--- config.mk ---
export PLATFORM = sky130hd
export DESIGN_NAME = ec_error_counters
export DESIGN_NICKNAME = d
export VERILOG_FILES = /design/src/pkg/ec_pkg.sv /design/src/design/ec_sat_counter.sv /design/src/design/ec_interval_timer.sv /design/src/design/ec_error_counters.sv
export VERILOG_INCLUDE_DIRS = /design/src /design/src/pkg
export SDC_FILE = /design/constraint.sdc
export NUM_CORES = 1
export LEC_CHECK = 0
export BUFFER_PORTS_ARGS = -buffer_cell sky130_fd_sc_hd__buf_2
export CAP_MARGIN = 20
export CORE_MARGIN = 8
export CORE_UTILIZATION = 35
export CTS_CLUSTER_DIAMETER = 200
export DETAILED_ROUTE_END_ITERATION = 7
export SETUP_SLACK_MARGIN = 0.05
export SLEW_MARGIN = 20
export SYNTH_ARGS = -nofsm -noshare
export SYNTH_HDL_FRONTEND = slang
export SYNTH_HIERARCHICAL = 1
export SYNTH_SLANG_ARGS = --single-unit
--- constraint.sdc ---
create_clock -name sys_clk -period 2 [get_ports sys_clk]
set_input_delay 0.3 -clock sys_clk [delete_from_list [all_inputs] [get_ports sys_clk]]
set_output_delay 0.3 -clock sys_clk [all_outputs]
set_load 0.01 [all_outputs]
--- src/pkg/ec_regs.svh ---
`ifndef EC_REGS_SVH
`define EC_REGS_SVH

// ----------------------------------------
// Register offsets
// ----------------------------------------
`define EC_ADDR_LINE_HI  8'h23
`define EC_ADDR_LINE_LO  8'h24
`define EC_ADDR_SHARE_HI 8'h25
`define EC_ADDR_PATH_LO  8'h26
`define EC_ADDR_MF_LO    8'h27
`define EC_ADDR_EV_MASK  8'h6F
`define EC_ADDR_AL_MASK  8'h7F

// ----------------------------------------
// Reset values and field layout
// ----------------------------------------
`define EC_MASK_RESET  8'h00
`define EC_RD_UNMAPPED 8'h00
`define EC_LINE_W      16
`define EC_PATH_W      12
`define EC_MF_W        12

// ----------------------------------------
// Timing
// ----------------------------------------
`define EC_CLK_KHZ       25000
`define EC_SEC_SHORT_MS  999
`define EC_SEC_LONG_MS   1002
`define EC_FAST_MS       42
`define EC_MS_TO_CYC(ms) ((ms) * `EC_CLK_KHZ)
`define EC_TMR_W         25

`endif

--- src/pkg/ec_pkg.sv ---
`include "ec_regs.svh"

package ec_pkg;

  typedef enum logic [1:0] {EC_PH_FIRST, EC_PH_SECOND, EC_PH_LONG} ec_phase_t;

  typedef struct packed {
    logic [`EC_TMR_W-1:0] secCnt;
    ec_phase_t            phase;
    logic [`EC_TMR_W-1:0] fastCnt;
    logic                 tickSec;
    logic                 tickFast;
  } ec_timer_t;

  typedef struct packed {
    logic [7:0] alarmMask;
    logic [7:0] eventMask;
    logic [7:0] rdData;
    logic       irq;
  } ec_regs_t;

endpackage : ec_pkg

--- src/design/ec_sat_counter.sv ---
`timescale 1ns/10ps
`include "ec_regs.svh"

module ec_sat_counter
  import ec_pkg::*;
#(
  parameter int WIDTH = `EC_PATH_W
) (
  input  wire logic             sys_clk,
  input  wire logic             sys_rst,
  input  wire logic             clkEn,
  input  wire logic             countInc,
  input  wire logic             update,
  output logic      [WIDTH-1:0] count,
  output logic      [WIDTH-1:0] snapshot
);

  typedef struct packed {
    logic [WIDTH-1:0] acc;
    logic [WIDTH-1:0] snap;
  } ec_cnt_t;

  ec_cnt_t state_reg;
  ec_cnt_t state_next;

  // ----------------------------------------
  // Accumulate, saturate and hand over
  // ----------------------------------------
  always_comb begin
    state_next = state_reg;
    if (update) begin
      state_next.snap = state_reg.acc;
      state_next.acc  = countInc ? WIDTH'(1) : '0;
    end else if (countInc && (state_reg.acc != {WIDTH{1'b1}})) begin
      state_next.acc = state_reg.acc + WIDTH'(1);
    end
  end

  always_ff @(posedge sys_clk) begin
    if (sys_rst) begin
      state_reg <= '0;
    end else if (clkEn) begin
      state_reg <= state_next;
    end
  end

  assign count    = state_reg.acc;
  assign snapshot = state_reg.snap;

endmodule : ec_sat_counter

--- src/design/ec_interval_timer.sv ---
`timescale 1ns/10ps
`include "ec_regs.svh"

module ec_interval_timer
  import ec_pkg::*;
#(
  parameter int SEC_SHORT_CYC = `EC_MS_TO_CYC(`EC_SEC_SHORT_MS),
  parameter int SEC_LONG_CYC  = `EC_MS_TO_CYC(`EC_SEC_LONG_MS),
  parameter int FAST_CYC      = `EC_MS_TO_CYC(`EC_FAST_MS)
) (
  input  wire logic sys_clk,
  input  wire logic sys_rst,
  input  wire logic clkEn,
  output logic      tickSec,
  output logic      tickFast
);

  ec_timer_t            state_reg;
  ec_timer_t            state_next;
  logic [`EC_TMR_W-1:0] secLast;

  // ----------------------------------------
  // Second pattern and fast period
  // ----------------------------------------
  always_comb begin
    state_next          = state_reg;
    state_next.tickSec  = 1'b0;
    state_next.tickFast = 1'b0;
    secLast = (state_reg.phase == EC_PH_LONG) ? `EC_TMR_W'(SEC_LONG_CYC - 1)
                                              : `EC_TMR_W'(SEC_SHORT_CYC - 1);
    if (state_reg.secCnt == secLast) begin
      state_next.secCnt  = '0;
      state_next.tickSec = 1'b1;
      case (state_reg.phase)
        EC_PH_FIRST:  state_next.phase = EC_PH_SECOND;
        EC_PH_SECOND: state_next.phase = EC_PH_LONG;
        EC_PH_LONG:   state_next.phase = EC_PH_FIRST;
        default:      state_next.phase = EC_PH_FIRST;
      endcase
    end else begin
      state_next.secCnt = state_reg.secCnt + `EC_TMR_W'(1);
    end
    if (state_reg.fastCnt == `EC_TMR_W'(FAST_CYC - 1)) begin
      state_next.fastCnt  = '0;
      state_next.tickFast = 1'b1;
    end else begin
      state_next.fastCnt = state_reg.fastCnt + `EC_TMR_W'(1);
    end
  end

  always_ff @(posedge sys_clk) begin
    if (sys_rst) begin
      state_reg <= '{secCnt: '0, phase: EC_PH_FIRST, fastCnt: '0,
                     tickSec: 1'b0, tickFast: 1'b0};
    end else if (clkEn) begin
      state_reg <= state_next;
    end
  end

  assign tickSec  = state_reg.tickSec;
  assign tickFast = state_reg.tickFast;

endmodule : ec_interval_timer

--- src/design/ec_error_counters.sv ---
`timescale 1ns/10ps
`include "ec_regs.svh"

// How it works
// - Alarm mask register gates eight alarm flags.
// - Event mask register gates eight event flags.
// - Update every second, or 42 ms when selected.
// - Readable counts hold previous interval until update.
// - Counters saturate at maximum, never wrap.
// - Line count 16 bits, high then low byte.
// - Line count content follows zeros and B8ZS settings.
// - Line counter runs during sync loss.
// - ESF mode counts CRC6 errors, Fs ignored.
// - D4 counts Ft errors, Fs when enabled.
// - Path counter halts during sync loss.
// - Path high nibble in shared byte low.
// - Mode one counts multiframe edges only during sync loss.
// - Mode zero counts pattern errors while synced.
// - Multiframe high nibble in shared byte high.
// - Second tick spacing 999, 999, 1002 ms.
// - Sync loss input gates the path and multiframe counters.
module ec_error_counters
  import ec_pkg::*;
#(
  parameter int SEC_SHORT_CYC = `EC_MS_TO_CYC(`EC_SEC_SHORT_MS),
  parameter int SEC_LONG_CYC  = `EC_MS_TO_CYC(`EC_SEC_LONG_MS),
  parameter int FAST_CYC      = `EC_MS_TO_CYC(`EC_FAST_MS)
) (
  input  wire logic       sys_clk,
  input  wire logic       sys_rst,
  input  wire logic       clkEn,
  input  wire logic [7:0] regAddr,
  input  wire logic       regWrEn,
  input  wire logic [7:0] regWrData,
  input  wire logic       regRdEn,
  output logic      [7:0] regRdData,
  input  wire logic       updatePeriodSelect,
  input  wire logic       rxZeroSubstitutionEnable,
  input  wire logic       rxFramingModeSelect,
  input  wire logic       countExcessZerosEnable,
  input  wire logic       countFsErrorsEnable,
  input  wire logic       multiframeCounterMode,
  input  wire logic       lineBipolarViolation,
  input  wire logic       lineB8zsCodeWord,
  input  wire logic       lineZeroRun8,
  input  wire logic       lineZeroRun16,
  input  wire logic       rxCrc6Error,
  input  wire logic       rxFtError,
  input  wire logic       rxFsError,
  input  wire logic       rxFpsError,
  input  wire logic       rxMultiframeEdge,
  input  wire logic       rxFrameLoss,
  input  wire logic [7:0] alarmStatus,
  input  wire logic [7:0] eventStatus,
  output logic            interruptOut,
  output logic            oneHzTick
);

  ec_regs_t              state_reg;
  ec_regs_t              state_next;

  logic                  tickSec;
  logic                  tickFast;
  logic                  update;

  logic                  lineInc;
  logic                  pathInc;
  logic                  mfInc;
  logic                  zeroRunHit;

  logic [`EC_LINE_W-1:0] lineCount;
  logic [`EC_LINE_W-1:0] lineSnap;
  logic [`EC_PATH_W-1:0] pathCount;
  logic [`EC_PATH_W-1:0] pathSnap;
  logic [`EC_MF_W-1:0]   mfCount;
  logic [`EC_MF_W-1:0]   mfSnap;

  // ----------------------------------------
  // Update timing
  // ----------------------------------------
  ec_interval_timer #(
    .SEC_SHORT_CYC (SEC_SHORT_CYC),
    .SEC_LONG_CYC  (SEC_LONG_CYC),
    .FAST_CYC      (FAST_CYC)
  ) u_timer (
    .sys_clk  (sys_clk),
    .sys_rst  (sys_rst),
    .clkEn    (clkEn),
    .tickSec  (tickSec),
    .tickFast (tickFast)
  );

  assign update    = updatePeriodSelect ? tickFast : tickSec;
  assign oneHzTick = tickSec;

  // ----------------------------------------
  // Count qualification
  // ----------------------------------------
  always_comb begin
    zeroRunHit = rxZeroSubstitutionEnable ? lineZeroRun8 : lineZeroRun16;
    lineInc    = (lineBipolarViolation
                  && !(rxZeroSubstitutionEnable && lineB8zsCodeWord))
                 || (countExcessZerosEnable && zeroRunHit);
    if (rxFrameLoss) begin
      pathInc = 1'b0;
    end else if (rxFramingModeSelect) begin
      pathInc = rxCrc6Error;
    end else begin
      pathInc = rxFtError || (countFsErrorsEnable && rxFsError);
    end
    if (multiframeCounterMode) begin
      mfInc = rxMultiframeEdge && rxFrameLoss;
    end else if (rxFrameLoss) begin
      mfInc = 1'b0;
    end else begin
      mfInc = rxFramingModeSelect ? rxFpsError : rxFtError;
    end
  end

  // ----------------------------------------
  // Counters
  // ----------------------------------------
  ec_sat_counter #(
    .WIDTH (`EC_LINE_W)
  ) u_line_cnt (
    .sys_clk  (sys_clk),
    .sys_rst  (sys_rst),
    .clkEn    (clkEn),
    .countInc (lineInc),
    .update   (update),
    .count    (lineCount),
    .snapshot (lineSnap)
  );

  ec_sat_counter #(
    .WIDTH (`EC_PATH_W)
  ) u_path_cnt (
    .sys_clk  (sys_clk),
    .sys_rst  (sys_rst),
    .clkEn    (clkEn),
    .countInc (pathInc),
    .update   (update),
    .count    (pathCount),
    .snapshot (pathSnap)
  );

  ec_sat_counter #(
    .WIDTH (`EC_MF_W)
  ) u_mf_cnt (
    .sys_clk  (sys_clk),
    .sys_rst  (sys_rst),
    .clkEn    (clkEn),
    .countInc (mfInc),
    .update   (update),
    .count    (mfCount),
    .snapshot (mfSnap)
  );

  // ----------------------------------------
  // Register port and interrupt
  // ----------------------------------------
  always_comb begin
    state_next = state_reg;
    if (regWrEn && (regAddr == `EC_ADDR_AL_MASK)) begin
      state_next.alarmMask = regWrData;
    end
    if (regWrEn && (regAddr == `EC_ADDR_EV_MASK)) begin
      state_next.eventMask = regWrData;
    end
    if (regRdEn) begin
      case (regAddr)
        `EC_ADDR_LINE_HI:  state_next.rdData = lineSnap[15:8];
        `EC_ADDR_LINE_LO:  state_next.rdData = lineSnap[7:0];
        `EC_ADDR_SHARE_HI: state_next.rdData = {mfSnap[11:8], pathSnap[11:8]};
        `EC_ADDR_PATH_LO:  state_next.rdData = pathSnap[7:0];
        `EC_ADDR_MF_LO:    state_next.rdData = mfSnap[7:0];
        `EC_ADDR_EV_MASK:  state_next.rdData = state_reg.eventMask;
        `EC_ADDR_AL_MASK:  state_next.rdData = state_reg.alarmMask;
        default:           state_next.rdData = `EC_RD_UNMAPPED;
      endcase
    end
    state_next.irq = |(alarmStatus & state_reg.alarmMask)
                     || |(eventStatus & state_reg.eventMask);
  end

  always_ff @(posedge sys_clk) begin
    if (sys_rst) begin
      state_reg <= '{alarmMask: `EC_MASK_RESET, eventMask: `EC_MASK_RESET,
                     rdData: `EC_RD_UNMAPPED, irq: 1'b0};
    end else if (clkEn) begin
      state_reg <= state_next;
    end
  end

  assign regRdData    = state_reg.rdData;
  assign interruptOut = state_reg.irq;
endmodule : ec_error_counters

* Word level (Yosys, flattened, before mapping)
Cells that the tools add are included.
Storage, ports and cells: bits of input ports 53, output and inout port bits 10, flip-flop bits (word level) 159
Operators by class: equality and inequality tests 14, bitwise gates (word level) 2, multiplexer cells 23, reduce and logical (&&, ||, !) cells 28, add/subtract/negate cells 5
Operator list (number):
- 8-bit case mux with 7 select lines | 1
- 25-bit by 1-bit adder with 25-bit output, second input constant | 2
- 25-bit two-way mux | 2
- 12-bit two-way mux | 4
- 8-bit by 6-bit == test with 1-bit output, second input constant | 5
- 16-bit two-way mux | 2
- 25-bit by 21-bit == test with 1-bit output, second input constant | 1
- 25-bit == test | 1
- 12-bit by 1-bit adder with 12-bit output, second input constant | 2
- 12-bit inequality test, second input constant | 2
- 18-bit two-way mux | 1
- 16-bit by 1-bit adder with 16-bit output, second input constant | 1
- 8-bit AND | 2
- 8-bit by 7-bit == test with 1-bit output, second input constant | 2
- 16-bit inequality test, second input constant | 1
- 2-bit AND reduction | 8
- 8-bit OR reduction | 2
- 1-bit two-way mux | 12
- 1-bit logical AND | 10
- 2-bit nonzero test | 3
- 2-bit case mux with 2 select lines | 1
- 1-bit logical OR | 3
- 2-bit by 1-bit == test with 1-bit output, second input constant | 1
- 2-bit == test, second input constant | 1
- 2 further kinds | 2

* Longest topological paths before layout
word-level depth 7, depth in mapped cells 9, mapped depth without buffers 8

* Modules after synthesis
Netlist, hierarchy kept.
By module, submodules not included:
- ec_interval_timer | times used 1, area an instance 2645.0 µm², cells an instance 302
- ec_sat_counter at u_mf_cnt ... | times used 2, area an instance 1163.6 µm², cells an instance 144
- ec_error_counters | times used 1, area an instance 1611.5 µm², cells an instance 180
- ec_sat_counter at u_line_cnt | times used 1, area an instance 1493.9 µm², cells an instance 189

* Worst setup path after synthesis
OpenSTA, ideal clock, no wires.
path kind register to register, start reg u_timer/state_reg[29] (netlist bit), end reg u_timer/state_reg[53] (netlist bit), library setup time 86 ps, stages on the path, launching flop included 7, slack -59 ps, arrival 1974 ps, period minus slack after synthesis 2059 ps, path buffers 1, cells stage by stage dfxtp_1 ha_1 nand3_1 or4_1 buf_2 or4_1 a211oi_1
On the way: cells in the longest elaborated chain, start to end 2
Ends and longest elaborated chain:
- from (decl) | RTL line ec_interval_timer.sv:18 | ec_timer_t state_reg;
- from (signal assigned) | RTL line ec_interval_timer.sv:53 | state_reg <= '{secCnt: '0, phase: EC_PH_FIRST, fastCnt: '0,
- from (signal assigned) | RTL line ec_interval_timer.sv:56 | state_reg <= state_next;
- 25-bit by 1-bit adder with 25-bit output or 25-bit == test (tied branches) | RTL line ec_interval_timer.sv:41, ec_interval_timer.sv:31
- 25-bit two-way mux * | RTL line ec_interval_timer.sv:31 | if (state_reg.secCnt == secLast) begin
Mark *: on every way between the ends. The rest lies on a longest branch, timed or not. A chain may end at the register's enable or synchronous reset.

* Worst setup path in the final report
start reg u_timer/state_reg[37] (netlist bit), end reg u_timer/state_reg[52] (netlist bit)
Same word-level chain as after synthesis.

==> results.txt <==
Leak pwr = 3.47 nW
Pwr/cell area = 725 nW/um^2
Max-Cap Viols = 0
Syn Nets = 1,017
Crit path DAT = 2.34 ns
Rows = 55
Yosys warns = 6
Overall Global Routing Usage = 14.9%
Starting Density = 35.7%
Layout cells sized above 1 = 22.9%
Seq/Total Area, Yosys = 39.4%
H-tree levels = 4
CTS Buf Count = 17
Syn_area_per_cell = 8.42 sq um
Initial antenna violation count = 1
Final worst-path cycle share = 99.6%
Clock sink count = 159
DRT iter0 DRCs = 579
Area Growth Syn to Fin = 22.2%
Worst-margin pin slew = 0.617 ns
Max reg flops = 52
Ant diodes = 0
Status = finished, final reports clean
Worst Path Class, Setup = flip-flop to flip-flop
Top Metal Used = met4
Vias per std cell = 5.51
Slew headroom = 58.9%
CTS clock-pin slew for the worst setup and hold paths = 0.06 ns
CP Cell Sequence = nand4_1 > buf_4 > or4_4 > or4_4 > a211oi_2
Vias = 7,529
Fmax = 0.502 GHz
Worst-Skew Late Latency = 0.43 ns
Post-synth top area cell = dfxtp_1
Pin count of the biggest net entering global routing = 35
HP Class = input port to flip-flop
Top cell types by occurrence after synthesis = 159 x dfxtp_1, 137 x nand2_1, 75 x a21oi_1
Worst path most repeated cell = or4_4
Post-DP HPWL = 15.4 mm
Synthesized instance count = 959
Nets@finish = 1,127
M1 WL = 10.2 mm
Nature of the critical path startpoint = flip-flop
Clock Path Buffers = 2
Global-route wire length before repair = 35.1 mm
Setup WS pre-CTS = 0.000649 ns
Detailed-route wire length per cell = 15.4 um
FF+latch area = 3190 sq um
CP endpoint kind = flip-flop
Hold-fix buffers, CTS = 0
Final hold vios = 0
Yosys reg bits = 159
Total grt overflow = 0
Port-buffer cells = 62
Setup ws final = 0.00749 ns
Unique masters post-synth = 78
CORE AREA = 22,600 sq um
Fillers = 2,221
Total wire length = 21.1 mm
Final Skew = 0.0112 ns
Die width = 168 um
Synth Flop Type = dfxtp_1
Most frequent cell after synthesis = dfxtp_1
Met2 WL = 9.54 mm
Drt pass-1 iters = 5
CP Max Fanout = 6
Top cell type's share of synthesized area = 39.4%
Fin util = 43.6%
Routability cong. = 0.878
Footprint of the multi-input gates = 4540 sq um
Hold WS = 0.131 ns
EDFF count, synth = 0
Fin Setup TNS = 0 ns
Chip Height = 168 um
Worst path slowest cell = or4_4
TritonCTS clock tree = built
Unrepaired setup endpoints after global routing = yes
Die area = 28,200 sq um
Root Driver = clkbuf_16
Ys async rst share = 0%
Top post-synthesis cells by area = dfxtp_1 39%, nand2_1 6.4%, a21oi_1 4.6%
Crit path time final = 1.99 ns
Max VDD drop = 0.000528 V
Final ANT Viol Nets = 0
Max incr delay on CP = 0.55 ns
WP data required = 2.35 ns
Max Slew Vio Count = 0
# setup viols final = 0
I/O Pins = 63
Vias in the first global route = 7,071
Routed wire length on met3 = 1.10 mm
Mapped Area = 8080 sq um
DR DRC count = 0
-- power breakdown --
| group | total (mW) | switching (mW) | internal, mW |
|---|---|---|---|
| Clock | 3.59 | 1.34 | 2.25 |
| Combinational | 0.353 | 0.209 | 0.144 |
| Sequential | 3.21 | 0.0199 | 3.19 |
-- per-stage QoR --
stage / cell area (sq um) / std cells / power [mW]
after global placement: 9110 / 1331 / 3.62
after floorplan: 8090 / 959 / 3.46
after detailed placement: 9110 / 1331 / 3.63
after global routing: 9870 / 1367 / 7.41
final: 9870 / 1367 / 7.15
after CTS: 9780 / 1363 / 7.25
-- final timing paths --
kind / from / endpoint / slack (ns) / cells after the start
max reg2reg: u_timer/state_reg[37] / u_timer/state_reg[52] / 0.007 / 5
min: regWrData[3] / state_reg[20] / 0.13 / 3
max: u_timer/state_reg[37] / u_timer/state_reg[52] / 0.007 / 5
min reg2reg: u_path_cnt/snapshot[8] / u_path_cnt/snapshot[8] / 0.46 / 2
-- final cells by class --
cell class / count / area share [%]
clock buffers: 19 / 4.49
repair buffers: 154 / 10.8
inverters: 18 / 0.685
clock inverters: 13 / 2.14
flip-flops and latches: 159 / 32.4
well taps: 285 / 3.61
multi-input cells: 719 / 46.0
-- routing by layer --
metal | track usage [%] | up-vias
met5 | 0 | -
met1 | 19.8 | 3545
met3 | 3.81 | 19
met4 | 4.85 | 0
li1 | - | 3779
met2 | 23.1 | 186
-- critical path, delay by kind of cell, from the launching register on --
family	cells	cell delay, ns
DFF	1	0.32
and+or+nand+nor	3	1.23
AOI/OAI and AO/OA	1	0.18
buffers and inverters	1	0.19
-- timing repair --
action                                  in CTS  in global routing
pin swaps                                    0                 10
gates cloned                                 0                  1
resized for setup                            3                 20
setup buffers                                0                  3
endpoints found under the setup margin      10                 37
-- layout by cell type (no fill, tap or decap), types with 5 or more instances in the layout --
master and n:
a211oi_1 9, a211oi_2 6, a21oi_1 75, a222oi_1 7
a22oi_1 13, a31oi_1 13, a32o_1 7, and2_1 9
and3_1 16, buf_2 61, buf_4 86, bufinv_16 5
clkbuf_16 17, dfxtp_1 151, dfxtp_2 8, inv_1 18
mux2_2 11, mux2i_1 27, nand2_1 137, nand3_1 53
nand4_1 23, nor2_1 58, nor2b_1 7, nor3_1 33
nor4_1 6, o21ai_0 29, o21ai_1 9, o22ai_1 8
o31ai_1 14, or3_1 15, or4_1 14, or4_4 8
xnor2_1 13, xor2_1 15
-- cells by family after synthesis --
kind of cell / count (synthesis) / share of synthesized area (%)
buf+inv: 81 / 5.20
mux: 38 / 4.88
compound gates: 226 / 18.8
flops: 159 / 39.4
xor+xnor: 28 / 3.04
fa+ha+maj: 5 / 0.774
simple gates: 422 / 27.9
Power figures use the tool's default switching activity.
